File: config.mk
export PLATFORM = sky130hd
export DESIGN_NAME = gpab_ports
export DESIGN_NICKNAME = d
export VERILOG_FILES = /design/src/shared/gpab_pkg.sv /design/src/hdl/gpab_ports.sv
export SDC_FILE = /design/constraint.sdc
export NUM_CORES = 1
export LEC_CHECK = 0
export BUFFER_PORTS_ARGS = -buffer_cell sky130_fd_sc_hd__clkbuf_2
export CORE_MARGIN = 1
export CORE_UTILIZATION = 53
export DETAILED_ROUTE_END_ITERATION = 6
export PLACE_DENSITY = 0.85
export SLEW_MARGIN = 20
export SYNTH_ARGS = -nofsm -noshare
export SYNTH_HDL_FRONTEND = slang
export SYNTH_SLANG_ARGS = --single-unit
File: constraint.sdc
create_clock -name ref_clk -period 2.8 [get_ports ref_clk]
set_input_delay 0.28 -clock ref_clk [delete_from_list [all_inputs] [get_ports ref_clk]]
set_output_delay 0.28 -clock ref_clk [all_outputs]
set_load 0.05 [all_outputs]
File: src/shared/gpab_pkg.sv
package gpab_pkg;

    localparam int unsigned ADDR_W = 4;
    localparam int unsigned DATA_W = 32;
    localparam int unsigned PA_W   = 4;
    localparam int unsigned PB_W   = 6;
    localparam int unsigned PC_W   = 2;

    // Register indices; byte address is four times the index
    localparam logic [ADDR_W-1:0] IDX_PORT_A_DATA    = 4'h0;
    localparam logic [ADDR_W-1:0] IDX_PORT_B_DATA    = 4'h1;
    localparam logic [ADDR_W-1:0] IDX_PORT_C_DATA    = 4'h2;
    localparam logic [ADDR_W-1:0] IDX_PORT_A_DIR     = 4'h4;
    localparam logic [ADDR_W-1:0] IDX_PORT_B_DIR     = 4'h5;
    localparam logic [ADDR_W-1:0] IDX_PORT_C_DIR     = 4'h6;
    localparam logic [ADDR_W-1:0] IDX_PORT_A_PULLUP  = 4'hd;
    localparam logic [ADDR_W-1:0] IDX_PORT_C_PULLUP  = 4'he;
    localparam logic [ADDR_W-1:0] IDX_KEYPAD_CONTROL = 4'h8;
    localparam logic [ADDR_W-1:0] IDX_ANALOG_SELECT  = 4'h9;

    localparam logic [PA_W-1:0] DIR_A_RESET    = 4'h0;
    localparam logic [PB_W-1:0] DIR_B_RESET    = 6'h00;
    localparam logic [PC_W-1:0] DIR_C_RESET    = 2'h0;
    localparam logic [PA_W-1:0] PULLUP_A_RESET = 4'h0;
    localparam logic [PC_W-1:0] PULLUP_C_RESET = 2'h0;
    localparam logic [PA_W-1:0] KEYPAD_RESET   = 4'h0;

    // Analog select: enable bit above a 3-bit channel number
    localparam int unsigned ANA_EN_BIT = 3;
    localparam logic [3:0]  ANA_RESET  = 4'h0;

    localparam logic [DATA_W-1:0] UNMAPPED_READ = 32'h0000_0000;

    typedef struct packed {
        logic [PA_W-1:0] a;
        logic [PB_W-1:0] b;
        logic [PC_W-1:0] c;
    } gpab_pins_t;

    typedef struct packed {
        logic [ADDR_W-1:0] index;
        logic              read;
        logic              write;
        logic [DATA_W-1:0] writedata;
        logic [3:0]        byteenable;
    } gpab_bus_req_t;

    typedef enum logic [1:0] {
        GPAB_IDLE = 2'b01,
        GPAB_DONE = 2'b10
    } gpab_bus_state_t;

endpackage : gpab_pkg

File: src/hdl/gpab_ports.sv
// Implementation choice: the Avalon-MM interface to the registers.
`timescale 1ns/1ps
module gpab_ports
(
    input  wire logic                         ref_clk,
    input  wire logic                         arst_n,
    input  wire logic [gpab_pkg::ADDR_W-1:0]  avs_address,
    input  wire logic                         avs_read,
    input  wire logic                         avs_write,
    input  wire logic [gpab_pkg::DATA_W-1:0]  avs_writedata,
    input  wire logic [3:0]                   avs_byteenable,
    output logic      [gpab_pkg::DATA_W-1:0]  avs_readdata,
    output logic                              avs_waitrequest,
    input  wire gpab_pkg::gpab_pins_t         pin_in,
    output gpab_pkg::gpab_pins_t              pin_out,
    output gpab_pkg::gpab_pins_t              pin_oe,
    output gpab_pkg::gpab_pins_t              pullup_on,
    output logic      [gpab_pkg::PA_W-1:0]    keypad_inputs,
    output logic      [gpab_pkg::PB_W-1:0]    analog_channel_inputs
);

    localparam int unsigned PA = gpab_pkg::PA_W;
    localparam int unsigned PB = gpab_pkg::PB_W;
    localparam int unsigned PC = gpab_pkg::PC_W;

    logic [PA-1:0] porta_latch;
    logic [PB-1:0] portb_latch;
    logic [PC-1:0] portc_latch;
    logic [PA-1:0] porta_direction;
    logic [PB-1:0] portb_direction;
    logic [PC-1:0] portc_direction;
    logic [PA-1:0] porta_pullup_enable;
    logic [PC-1:0] portc_pullup_enable;
    logic [PA-1:0] keypad_irq_enable_bits;
    logic [3:0]    analog_select;

    gpab_pkg::gpab_bus_state_t bus_state;
    gpab_pkg::gpab_bus_req_t   req;
    logic                      wr_take;
    logic [PB-1:0]             analog_force;
    logic [PB-1:0]             portb_eff_dir;
    logic [gpab_pkg::DATA_W-1:0] next_readdata;

    // Merge pin level and latch by direction
    function automatic logic [7:0] port_view(input logic [7:0] latch,
                                             input logic [7:0] pins,
                                             input logic [7:0] dir);
        port_view = (latch & dir) | (pins & ~dir);
    endfunction : port_view

    function automatic logic [PB-1:0] channel_mask(input logic [3:0] sel);
        logic [PB-1:0] m;
        m = '0;
        if (sel[gpab_pkg::ANA_EN_BIT] && (int'(sel[2:0]) < PB))
        begin
            m[sel[2:0]] = 1'b1;
        end
        channel_mask = m;
    endfunction : channel_mask

    assign req = '{index:      avs_address,
                   read:       avs_read,
                   write:      avs_write,
                   writedata:  avs_writedata,
                   byteenable: avs_byteenable};

    // Every access waits exactly one cycle, then completes
    always_ff @(posedge ref_clk or negedge arst_n)
    begin
        if (!arst_n)
        begin
            bus_state <= gpab_pkg::GPAB_IDLE;
        end
        else
        begin
            unique case (bus_state)
                gpab_pkg::GPAB_IDLE:
                begin
                    if (req.read || req.write)
                    begin
                        bus_state <= gpab_pkg::GPAB_DONE;
                    end
                end
                gpab_pkg::GPAB_DONE:
                begin
                    bus_state <= gpab_pkg::GPAB_IDLE;
                end
                default:
                begin
                    bus_state <= gpab_pkg::GPAB_IDLE;
                end
            endcase
        end
    end

    always_ff @(posedge ref_clk or negedge arst_n)
    begin
        if (!arst_n)
        begin
            avs_waitrequest <= 1'b1;
        end
        else
        begin
            avs_waitrequest <= !((bus_state == gpab_pkg::GPAB_IDLE)
                                 && (req.read || req.write));
        end
    end

    // Write commits on the edge where waitrequest is seen low, if byteenable[0] is set
    assign wr_take = req.write && !avs_waitrequest && req.byteenable[0];

    // Latches have no reset so their contents survive a reset
    always_ff @(posedge ref_clk)
    begin
        if (wr_take)
        begin
            unique case (req.index)
                gpab_pkg::IDX_PORT_A_DATA: porta_latch <= req.writedata[PA-1:0];
                gpab_pkg::IDX_PORT_B_DATA: portb_latch <= req.writedata[PB-1:0];
                gpab_pkg::IDX_PORT_C_DATA: portc_latch <= req.writedata[PC-1:0];
                default:
                begin
                end
            endcase
        end
    end

    always_ff @(posedge ref_clk or negedge arst_n)
    begin
        if (!arst_n)
        begin
            porta_direction <= gpab_pkg::DIR_A_RESET;
            portb_direction <= gpab_pkg::DIR_B_RESET;
            portc_direction <= gpab_pkg::DIR_C_RESET;
        end
        else if (wr_take)
        begin
            if (req.index == gpab_pkg::IDX_PORT_A_DIR)
            begin
                porta_direction <= req.writedata[PA-1:0];
            end
            if (req.index == gpab_pkg::IDX_PORT_B_DIR)
            begin
                portb_direction <= req.writedata[PB-1:0];
            end
            if (req.index == gpab_pkg::IDX_PORT_C_DIR)
            begin
                portc_direction <= req.writedata[PC-1:0];
            end
        end
    end

    always_ff @(posedge ref_clk or negedge arst_n)
    begin
        if (!arst_n)
        begin
            porta_pullup_enable <= gpab_pkg::PULLUP_A_RESET;
            portc_pullup_enable <= gpab_pkg::PULLUP_C_RESET;
        end
        else if (wr_take)
        begin
            if (req.index == gpab_pkg::IDX_PORT_A_PULLUP)
            begin
                porta_pullup_enable <= req.writedata[PA-1:0];
            end
            if (req.index == gpab_pkg::IDX_PORT_C_PULLUP)
            begin
                portc_pullup_enable <= req.writedata[PC-1:0];
            end
        end
    end

    always_ff @(posedge ref_clk or negedge arst_n)
    begin
        if (!arst_n)
        begin
            keypad_irq_enable_bits <= gpab_pkg::KEYPAD_RESET;
            analog_select          <= gpab_pkg::ANA_RESET;
        end
        else if (wr_take)
        begin
            if (req.index == gpab_pkg::IDX_KEYPAD_CONTROL)
            begin
                keypad_irq_enable_bits <= req.writedata[PA-1:0];
            end
            if (req.index == gpab_pkg::IDX_ANALOG_SELECT)
            begin
                analog_select <= req.writedata[3:0];
            end
        end
    end

    assign analog_force  = channel_mask(analog_select);
    assign portb_eff_dir = portb_direction & ~analog_force;

    // Read data is taken from current state and pins
    always_comb
    begin
        next_readdata = gpab_pkg::UNMAPPED_READ;
        unique case (req.index)
            gpab_pkg::IDX_PORT_A_DATA:
                next_readdata[7:0] = port_view(8'(porta_latch), 8'(pin_in.a),
                                               8'(porta_direction));
            gpab_pkg::IDX_PORT_B_DATA:
                next_readdata[7:0] = port_view(8'(portb_latch), 8'(pin_in.b),
                                               8'(portb_direction));
            gpab_pkg::IDX_PORT_C_DATA:
                next_readdata[7:0] = port_view(8'(portc_latch), 8'(pin_in.c),
                                               8'(portc_direction));
            gpab_pkg::IDX_PORT_A_DIR:     next_readdata[7:0] = 8'(porta_direction);
            gpab_pkg::IDX_PORT_B_DIR:     next_readdata[7:0] = 8'(portb_direction);
            gpab_pkg::IDX_PORT_C_DIR:     next_readdata[7:0] = 8'(portc_direction);
            gpab_pkg::IDX_PORT_A_PULLUP:  next_readdata[7:0] = 8'(porta_pullup_enable);
            gpab_pkg::IDX_PORT_C_PULLUP:  next_readdata[7:0] = 8'(portc_pullup_enable);
            gpab_pkg::IDX_KEYPAD_CONTROL: next_readdata[7:0] = 8'(keypad_irq_enable_bits);
            gpab_pkg::IDX_ANALOG_SELECT:  next_readdata[7:0] = 8'(analog_select);
            default:
            begin
            end
        endcase
    end

    always_ff @(posedge ref_clk or negedge arst_n)
    begin
        if (!arst_n)
        begin
            avs_readdata <= gpab_pkg::UNMAPPED_READ;
        end
        else
        begin
            avs_readdata <= next_readdata;
        end
    end

    // Pin drivers registered: outputs follow settings one cycle later
    always_ff @(posedge ref_clk or negedge arst_n)
    begin
        if (!arst_n)
        begin
            pin_out   <= '0;
            pin_oe    <= '0;
            pullup_on <= '0;
        end
        else
        begin
            pin_out.a   <= porta_latch & porta_direction;
            pin_out.b   <= portb_latch & portb_eff_dir;
            pin_out.c   <= portc_latch & portc_direction;
            pin_oe.a    <= porta_direction;
            pin_oe.b    <= portb_eff_dir;
            pin_oe.c    <= portc_direction;
            pullup_on.a <= porta_pullup_enable & ~porta_direction;
            pullup_on.b <= '0;
            pullup_on.c <= portc_pullup_enable & ~portc_direction;
        end
    end

    always_ff @(posedge ref_clk or negedge arst_n)
    begin
        if (!arst_n)
        begin
            keypad_inputs         <= '0;
            analog_channel_inputs <= '0;
        end
        else
        begin
            keypad_inputs         <= keypad_irq_enable_bits & pin_in.a;
            analog_channel_inputs <= analog_force;
        end
    end

    property p_dir_reset;
        @(posedge ref_clk) $rose(arst_n) |-> (pin_oe == '0);
    endproperty
    a_dir_reset: assert property (p_dir_reset) else $error("oe not clear");

    property p_pullup_a;
        @(posedge ref_clk) disable iff (!arst_n)
        ##1 1'b1 |-> pullup_on.a == ($past(porta_pullup_enable) & ~$past(porta_direction));
    endproperty
    a_pullup_a: assert property (p_pullup_a) else $error("port A pullup wrong");

    property p_pullup_out_off;
        @(posedge ref_clk) disable iff (!arst_n)
        ((pin_oe.c & pullup_on.c) == '0) && ((pin_oe.a & pullup_on.a) == '0);
    endproperty
    a_pullup_out_off: assert property (p_pullup_out_off) else $error("pullup on output");

    property p_no_pullup_b;
        @(posedge ref_clk) disable iff (!arst_n) pullup_on.b == '0;
    endproperty
    a_no_pullup_b: assert property (p_no_pullup_b) else $error("port B pullup");

    property p_analog_override;
        @(posedge ref_clk) disable iff (!arst_n)
        ##1 1'b1 |-> (pin_oe.b & $past(analog_force)) == '0;
    endproperty
    a_analog_override: assert property (p_analog_override) else $error("analog pin driven");

    property p_drive_latch;
        @(posedge ref_clk) disable iff (!arst_n)
        ##1 1'b1 |-> (pin_out.c & pin_oe.c) == ($past(portc_latch) & $past(portc_direction));
    endproperty
    a_drive_latch: assert property (p_drive_latch) else $error("port C drive wrong");

    property p_read_a;
        @(posedge ref_clk) disable iff (!arst_n)
        (req.read && req.index == gpab_pkg::IDX_PORT_A_DATA)
        |=> avs_readdata[7:0] == 8'(($past(porta_latch) & $past(porta_direction))
                                    | ($past(pin_in.a) & ~$past(porta_direction)));
    endproperty
    a_read_a: assert property (p_read_a) else $error("port A read wrong");

    property p_upper_zero;
        @(posedge ref_clk) disable iff (!arst_n) avs_readdata[31:8] == '0;
    endproperty
    a_upper_zero: assert property (p_upper_zero) else $error("upper bits set");

    property p_one_wait;
        @(posedge ref_clk) disable iff (!arst_n)
        (avs_read && avs_waitrequest && bus_state == gpab_pkg::GPAB_IDLE)
        |=> !avs_waitrequest ##1 avs_waitrequest;
    endproperty
    a_one_wait: assert property (p_one_wait) else $error("wait timing wrong");

endmodule : gpab_ports

==> Word-level counts from Yosys, hierarchy flattened <==
Index checks and enable logic that the tools add are counted.
{ "totals": {"wordCells": 84, "reg_bits": 89, "input_bits": 56, "out_inout_bits": 79} }
{ "classes": {"bitwise_logic": 22, "muxes": 6, "reduce_logical": 19, "order_cmp": 3, "eq_ne": 11} }
{ "op_table": {"columns": ["op", "n"], "rows": [
  ["case mux 8 bit (10 select lines)", 1],
  ["AND reduction 2 bit", 10],
  ["AND 6 bit", 3],
  ["AND 4 bit", 4],
  ["== test 4 bit (second input constant)", 4],
  ["== test 4 x 3 -> 1 bit (second input constant)", 3],
  ["AND 2 x 8 -> 8 bit", 1],
  ["AND 4 x 8 -> 8 bit", 1],
  ["AND 6 x 8 -> 8 bit", 1],
  ["NOT 2 -> 8 bit", 1],
  ["NOT 4 -> 8 bit", 1],
  ["NOT 6 -> 8 bit", 1],
  ["OR 2 x 8 -> 8 bit", 1],
  ["OR 4 x 8 -> 8 bit", 1],
  ["OR 6 x 8 -> 8 bit", 1],
  ["AND 2 bit", 3],
  ["two-way mux 6 bit", 1],
  ["NOT 6 bit", 1],
  ["logical AND 1 bit", 5],
  ["== test 4 x 1 -> 1 bit (second input constant)", 1],
  ["== test 4 x 2 -> 1 bit (second input constant)", 1],
  ["zero test 4 bit", 1],
  ["less-than comparator 3 x 4 -> 1 bit (second input constant)", 1],
  ["two-way mux 2 bit", 2],
  ["other kinds (10)", 11]
]} }

==> Depth between registers and ports, before layout <==
{ "depth": {"depth_word": 8, "depth_mapped": 6} }

==> Worst setup path after synthesis <==
OpenSTA, ideal clock, no wires.
{ "synth_path": {"kind": "register to register", "start": "register avs_waitrequest", "end": "register porta_direction[0]", "path_slack_ns": 1.104, "synth_period_minus_slack_ns": 1.696, "n_path_buf": 0, "t_arrival_ns": 1.571, "setup_ns": 0.125, "stages_incl_launch_ff": 5, "t_required_ns": 2.675, "cell_sequence": "dfstp_2 > and3b_1 > and3_1 > nand2b_1 > mux2_2"} }
{ "synth_between": {"elab_chain_cells": 4} }
{ "synth_rtl": {"columns": ["element", "line", "rtl"], "rows": [
  ["start: declaration", "gpab_ports.sv:13", "output logic avs_waitrequest,"],
  ["start signal: assignment", "gpab_ports.sv:104", "avs_waitrequest <= !((bus_state == gpab_pkg::GPAB_IDLE)"],
  ["zero test 1 bit", "gpab_ports.sv:110", "assign wr_take = req.write && !avs_waitrequest && req.byteenable[0];"],
  ["logical AND 1 bit (2 in a row)", "gpab_ports.sv:110", null],
  ["AND reduction 2 bit (no line)", null, null],
  ["end signal: assignment", "gpab_ports.sv:132", "porta_direction <= gpab_pkg::DIR_A_RESET;"],
  ["end signal: assignment", "gpab_ports.sv:140", "porta_direction <= req.writedata[PA-1:0];"],
  ["end: declaration", "gpab_ports.sv:29", "logic [PA-1:0] porta_direction;"]
]} }
Every way passes these cells.
A chain may end at the register's enable or synchronous reset.

==> Worst setup path after layout <==
{ "layout_path": {"start": "register avs_waitrequest", "end": "register portb_latch[4], enable pin"} }
{ "layout_between": {"elab_chain_cells": 4} }
{ "layout_rtl": {"columns": ["element", "line", "rtl"], "rows": [
  ["zero test 1 bit", "gpab_ports.sv:110", null],
  ["logical AND 1 bit (2 in a row)", "gpab_ports.sv:110", null],
  ["AND reduction 2 bit (no line)", null, null],
  ["end signal: assignment", "gpab_ports.sv:119", "gpab_pkg::IDX_PORT_B_DATA: portb_latch <= req.writedata[PB-1:0];"],
  ["end: declaration", "gpab_ports.sv:27", "logic [PB-1:0] portb_latch;"]
]} }
Every way passes these cells.

==> flow_metrics.env <==
export IMPL_status="finished, violations left"
export IMPL_violations="design-rule violations"
export IMPL_yosys_area_top_type="dfrtp_1"
export IMPL_critPathTopFamily="simple AND/OR/NAND/NOR gates"
export IMPL_reg2reg_depth=3
export IMPL_cts_root_buf="clkbuf_8"
export IMPL_n_fill_cell=498
export IMPL_cts_hold_buf=0
export IMPL_yosys_top_cells_area="dfrtp_1 (50%), edfxtp_1 (9.9%), mux2_2 (8.1%), buf_4 (6.8%), and2_1 (2.6%)"
export IMPL_synth_top_family_by_area="simple AND/OR/NAND/NOR gates"
export IMPL_clock_path_buffers=2
export IMPL_grt_pass1_wl_um=10400
export IMPL_tritoncts="yes"
export IMPL_regToRegEndpoint="portb_latch[4]"
export IMPL_synthMostInstantiatedCell="dfrtp_1"
export IMPL_ant_nets=0
export IMPL_die_h_um=84.7
export IMPL_io_buffers=73
export IMPL_cts_setup_buffers=0
export IMPL_ir_drop_v=0.000445
export IMPL_grt_pass1_vias=2175
export IMPL_syn_inst=285
export IMPL_clock_sinks=87
export IMPL_setup_viol=0
export IMPL_grt_overflow_total=0
export IMPL_drv_cap=0
export IMPL_num_vias=2333
export IMPL_drc_errors=6
export IMPL_fp_dieArea_mm2=0.00718
export IMPL_initial_core_util=0.559
export IMPL_skew_ps=8.72
export IMPL_worstSetupPathType="flip-flop to flip-flop"
export IMPL_grt_use_met1=0.243
export IMPL_critPathBufInv=0
export IMPL_synth_main_ff_cell="dfrtp_1"
export IMPL_synth_warnings=0
export IMPL_ios=135
export IMPL_multiInputGateArea_mm2=0.00119
export IMPL_avgViaCountPerCell=5.27
export IMPL_worst_slew_pin_slew_ps=795
export IMPL_synth_distinct_cells=49
export IMPL_post_drt_wl_per_cell_um=14.6
export IMPL_grt_antenna_before_repair=0
export IMPL_synth_top_area_frac=0.503
export IMPL_synthMuxAreaShare=0.0945
export IMPL_area_delta_synth_final_pct=15.0
export IMPL_powerDensity_mw_per_mm2=790
export IMPL_max_stage_delay_ps=530
export IMPL_core_mm2=0.00649
export IMPL_synthSimpleGateAreaFrac=0.138
export IMPL_cts_resized=0
export IMPL_synth_commonest_cells="dfrtp_1 (73), buf_4 (33), mux2_2 (26), and2_1 (15), nor2b_1 (13)"
export IMPL_hpwlAfterDp_um=4640
export IMPL_grt_busiest_layer="met2"
export IMPL_synth_edf_count=12
export IMPL_leakage_nw=2.12
export IMPL_finalCriticalPeriod_ps=1750
export IMPL_syn_area_mm2=0.00363
export IMPL_fmax_mhz=570
export IMPL_endpoint_kind="flip-flop"
export IMPL_slew_violations=0
export IMPL_clk_latency_ps=350
export IMPL_drive_above_1_share=0.347
export IMPL_rows=29
export IMPL_register_area_mm2=0.00224
export IMPL_hold_viol_final=0
export IMPL_setup_tns_final_ps=0
export IMPL_yosys_register_bits=87
export IMPL_cts_buffers_inserted=9
export IMPL_required_ps=2790
export IMPL_die_x_um=84.7
export IMPL_cp_start_kind="flip-flop"
export IMPL_synth_compound_area_frac=0.0624
export IMPL_totalWireLength_um=6490
export IMPL_h_tree_depth=3
export IMPL_rsz0062_at_grt="false"
export IMPL_grt_max_degree=41
export IMPL_synthAdderAreaFrac=0
export IMPL_cp_arrival_ps=1740
export IMPL_fin_crit_sh=0.626
export IMPL_dr_pass1_iters=7
export IMPL_gp_congestion=0.867
export IMPL_dp_cells=427
export IMPL_antenna_cells=0
export IMPL_stdcell_count=443
export IMPL_grt_use_met3=0.0511
export IMPL_drt_iter0_markers=145
export IMPL_path_clk_slew_ps=90
export IMPL_hp_class="primary input to async pin"
export IMPL_slew_headroom=0.470
export IMPL_cp_max_fo=6
export IMPL_use_met2=0.316
export IMPL_synth_avg_cell_area_um2=12.7
export IMPL_r2r_slack_ps=1050
export IMPL_synthArstFlopShare=0.862
export IMPL_crit_slowest_cell="nor2_1"
export IMPL_yosysSeqAreaShare=0.617
export IMPL_synth_xor_area_frac=0
export IMPL_rr_startpoint="avs_waitrequest"
export IMPL_crit_chain="and3b_1, nand2_1, nor2_1"
export IMPL_track_usage=0.193
export IMPL_nets=417
## logic make-up after synthesis
logic type,after synthesis
AOI/OAI and AO/OA,33
buffers and inverters,48
DFF,87
muxes,31
other,1
and+or+nand+nor,85
## registers in the layout, summed over array words and instances (netlist names), 6 cells and up
name	count
portb_direction	6
pullup_on	6
pin_oe	12
avs_readdata	6
pin_out	12
portb_latch	6
analog_channel_inputs	6
## power breakdown
part	leakage [nW]	internal (mW)	switching (mW)
clock	0.108	0.512	0.444
combinational	0.889	0.202	0.576
sequential	1.12	1.46	0.106
## worst max-delay path by stage
stage                     depth (start not counted)            start  slack [ps]                 end
after floorplan                                   4  avs_waitrequest        1100  porta_direction[0]
after global placement                            4   avs_address[0]         900      portb_latch[5]
after detailed placement                          4   avs_address[0]         860      portb_latch[5]
after CTS                                         3  avs_waitrequest        1060      portb_latch[4]
after global routing                              3  avs_waitrequest        1010      portb_latch[4]
final                                             3  avs_waitrequest        1050      portb_latch[4]
## per-stage QoR
stage               power, mW  instance area, um^2  setup WS, ps   util  hold slack [ps]
finish                   3.30                 4170          1050  0.642             4.17
global route             3.44                 4170          1010  0.642             64.3
CTS                      3.32                 4170          1060  0.642             16.1
detailed placement       2.36                 3940           861  0.607              402
global placement         2.35                 3940           900  0.607              398
floorplan                2.20                 3740          1100      -            -15.6
## area by class of cell
cell class	instances	share of cell area
well taps	77	0.0231
flip-flops and latches	87	0.537
inverters	7	0.00630
repair buffers	75	0.0942
multi-input cells	181	0.285
clock buffers	9	0.0297
clock inverters	7	0.0249
## cell usage in the layout (no fill, tap or decap), drive strengths merged, types with 7 or more instances in the layout
master and n:
conb 32, dfrtp 73, nand2 7, a21oi 7, nor2 14, nand2b 7
mux2 26, clkbuf 81, nor2b 13, and2 15, edfxtp 12, o21ai 7
inv 9
## per-layer routing
metal	routed length, um	vias up	share of wire
met5	0	-	0
met4	95	0	0.015
met3	524	13	0.081
met2	3220	114	0.50
met1	2650	1131	0.41
li1	-	1075	-
Power figures use the tool's default switching activity.
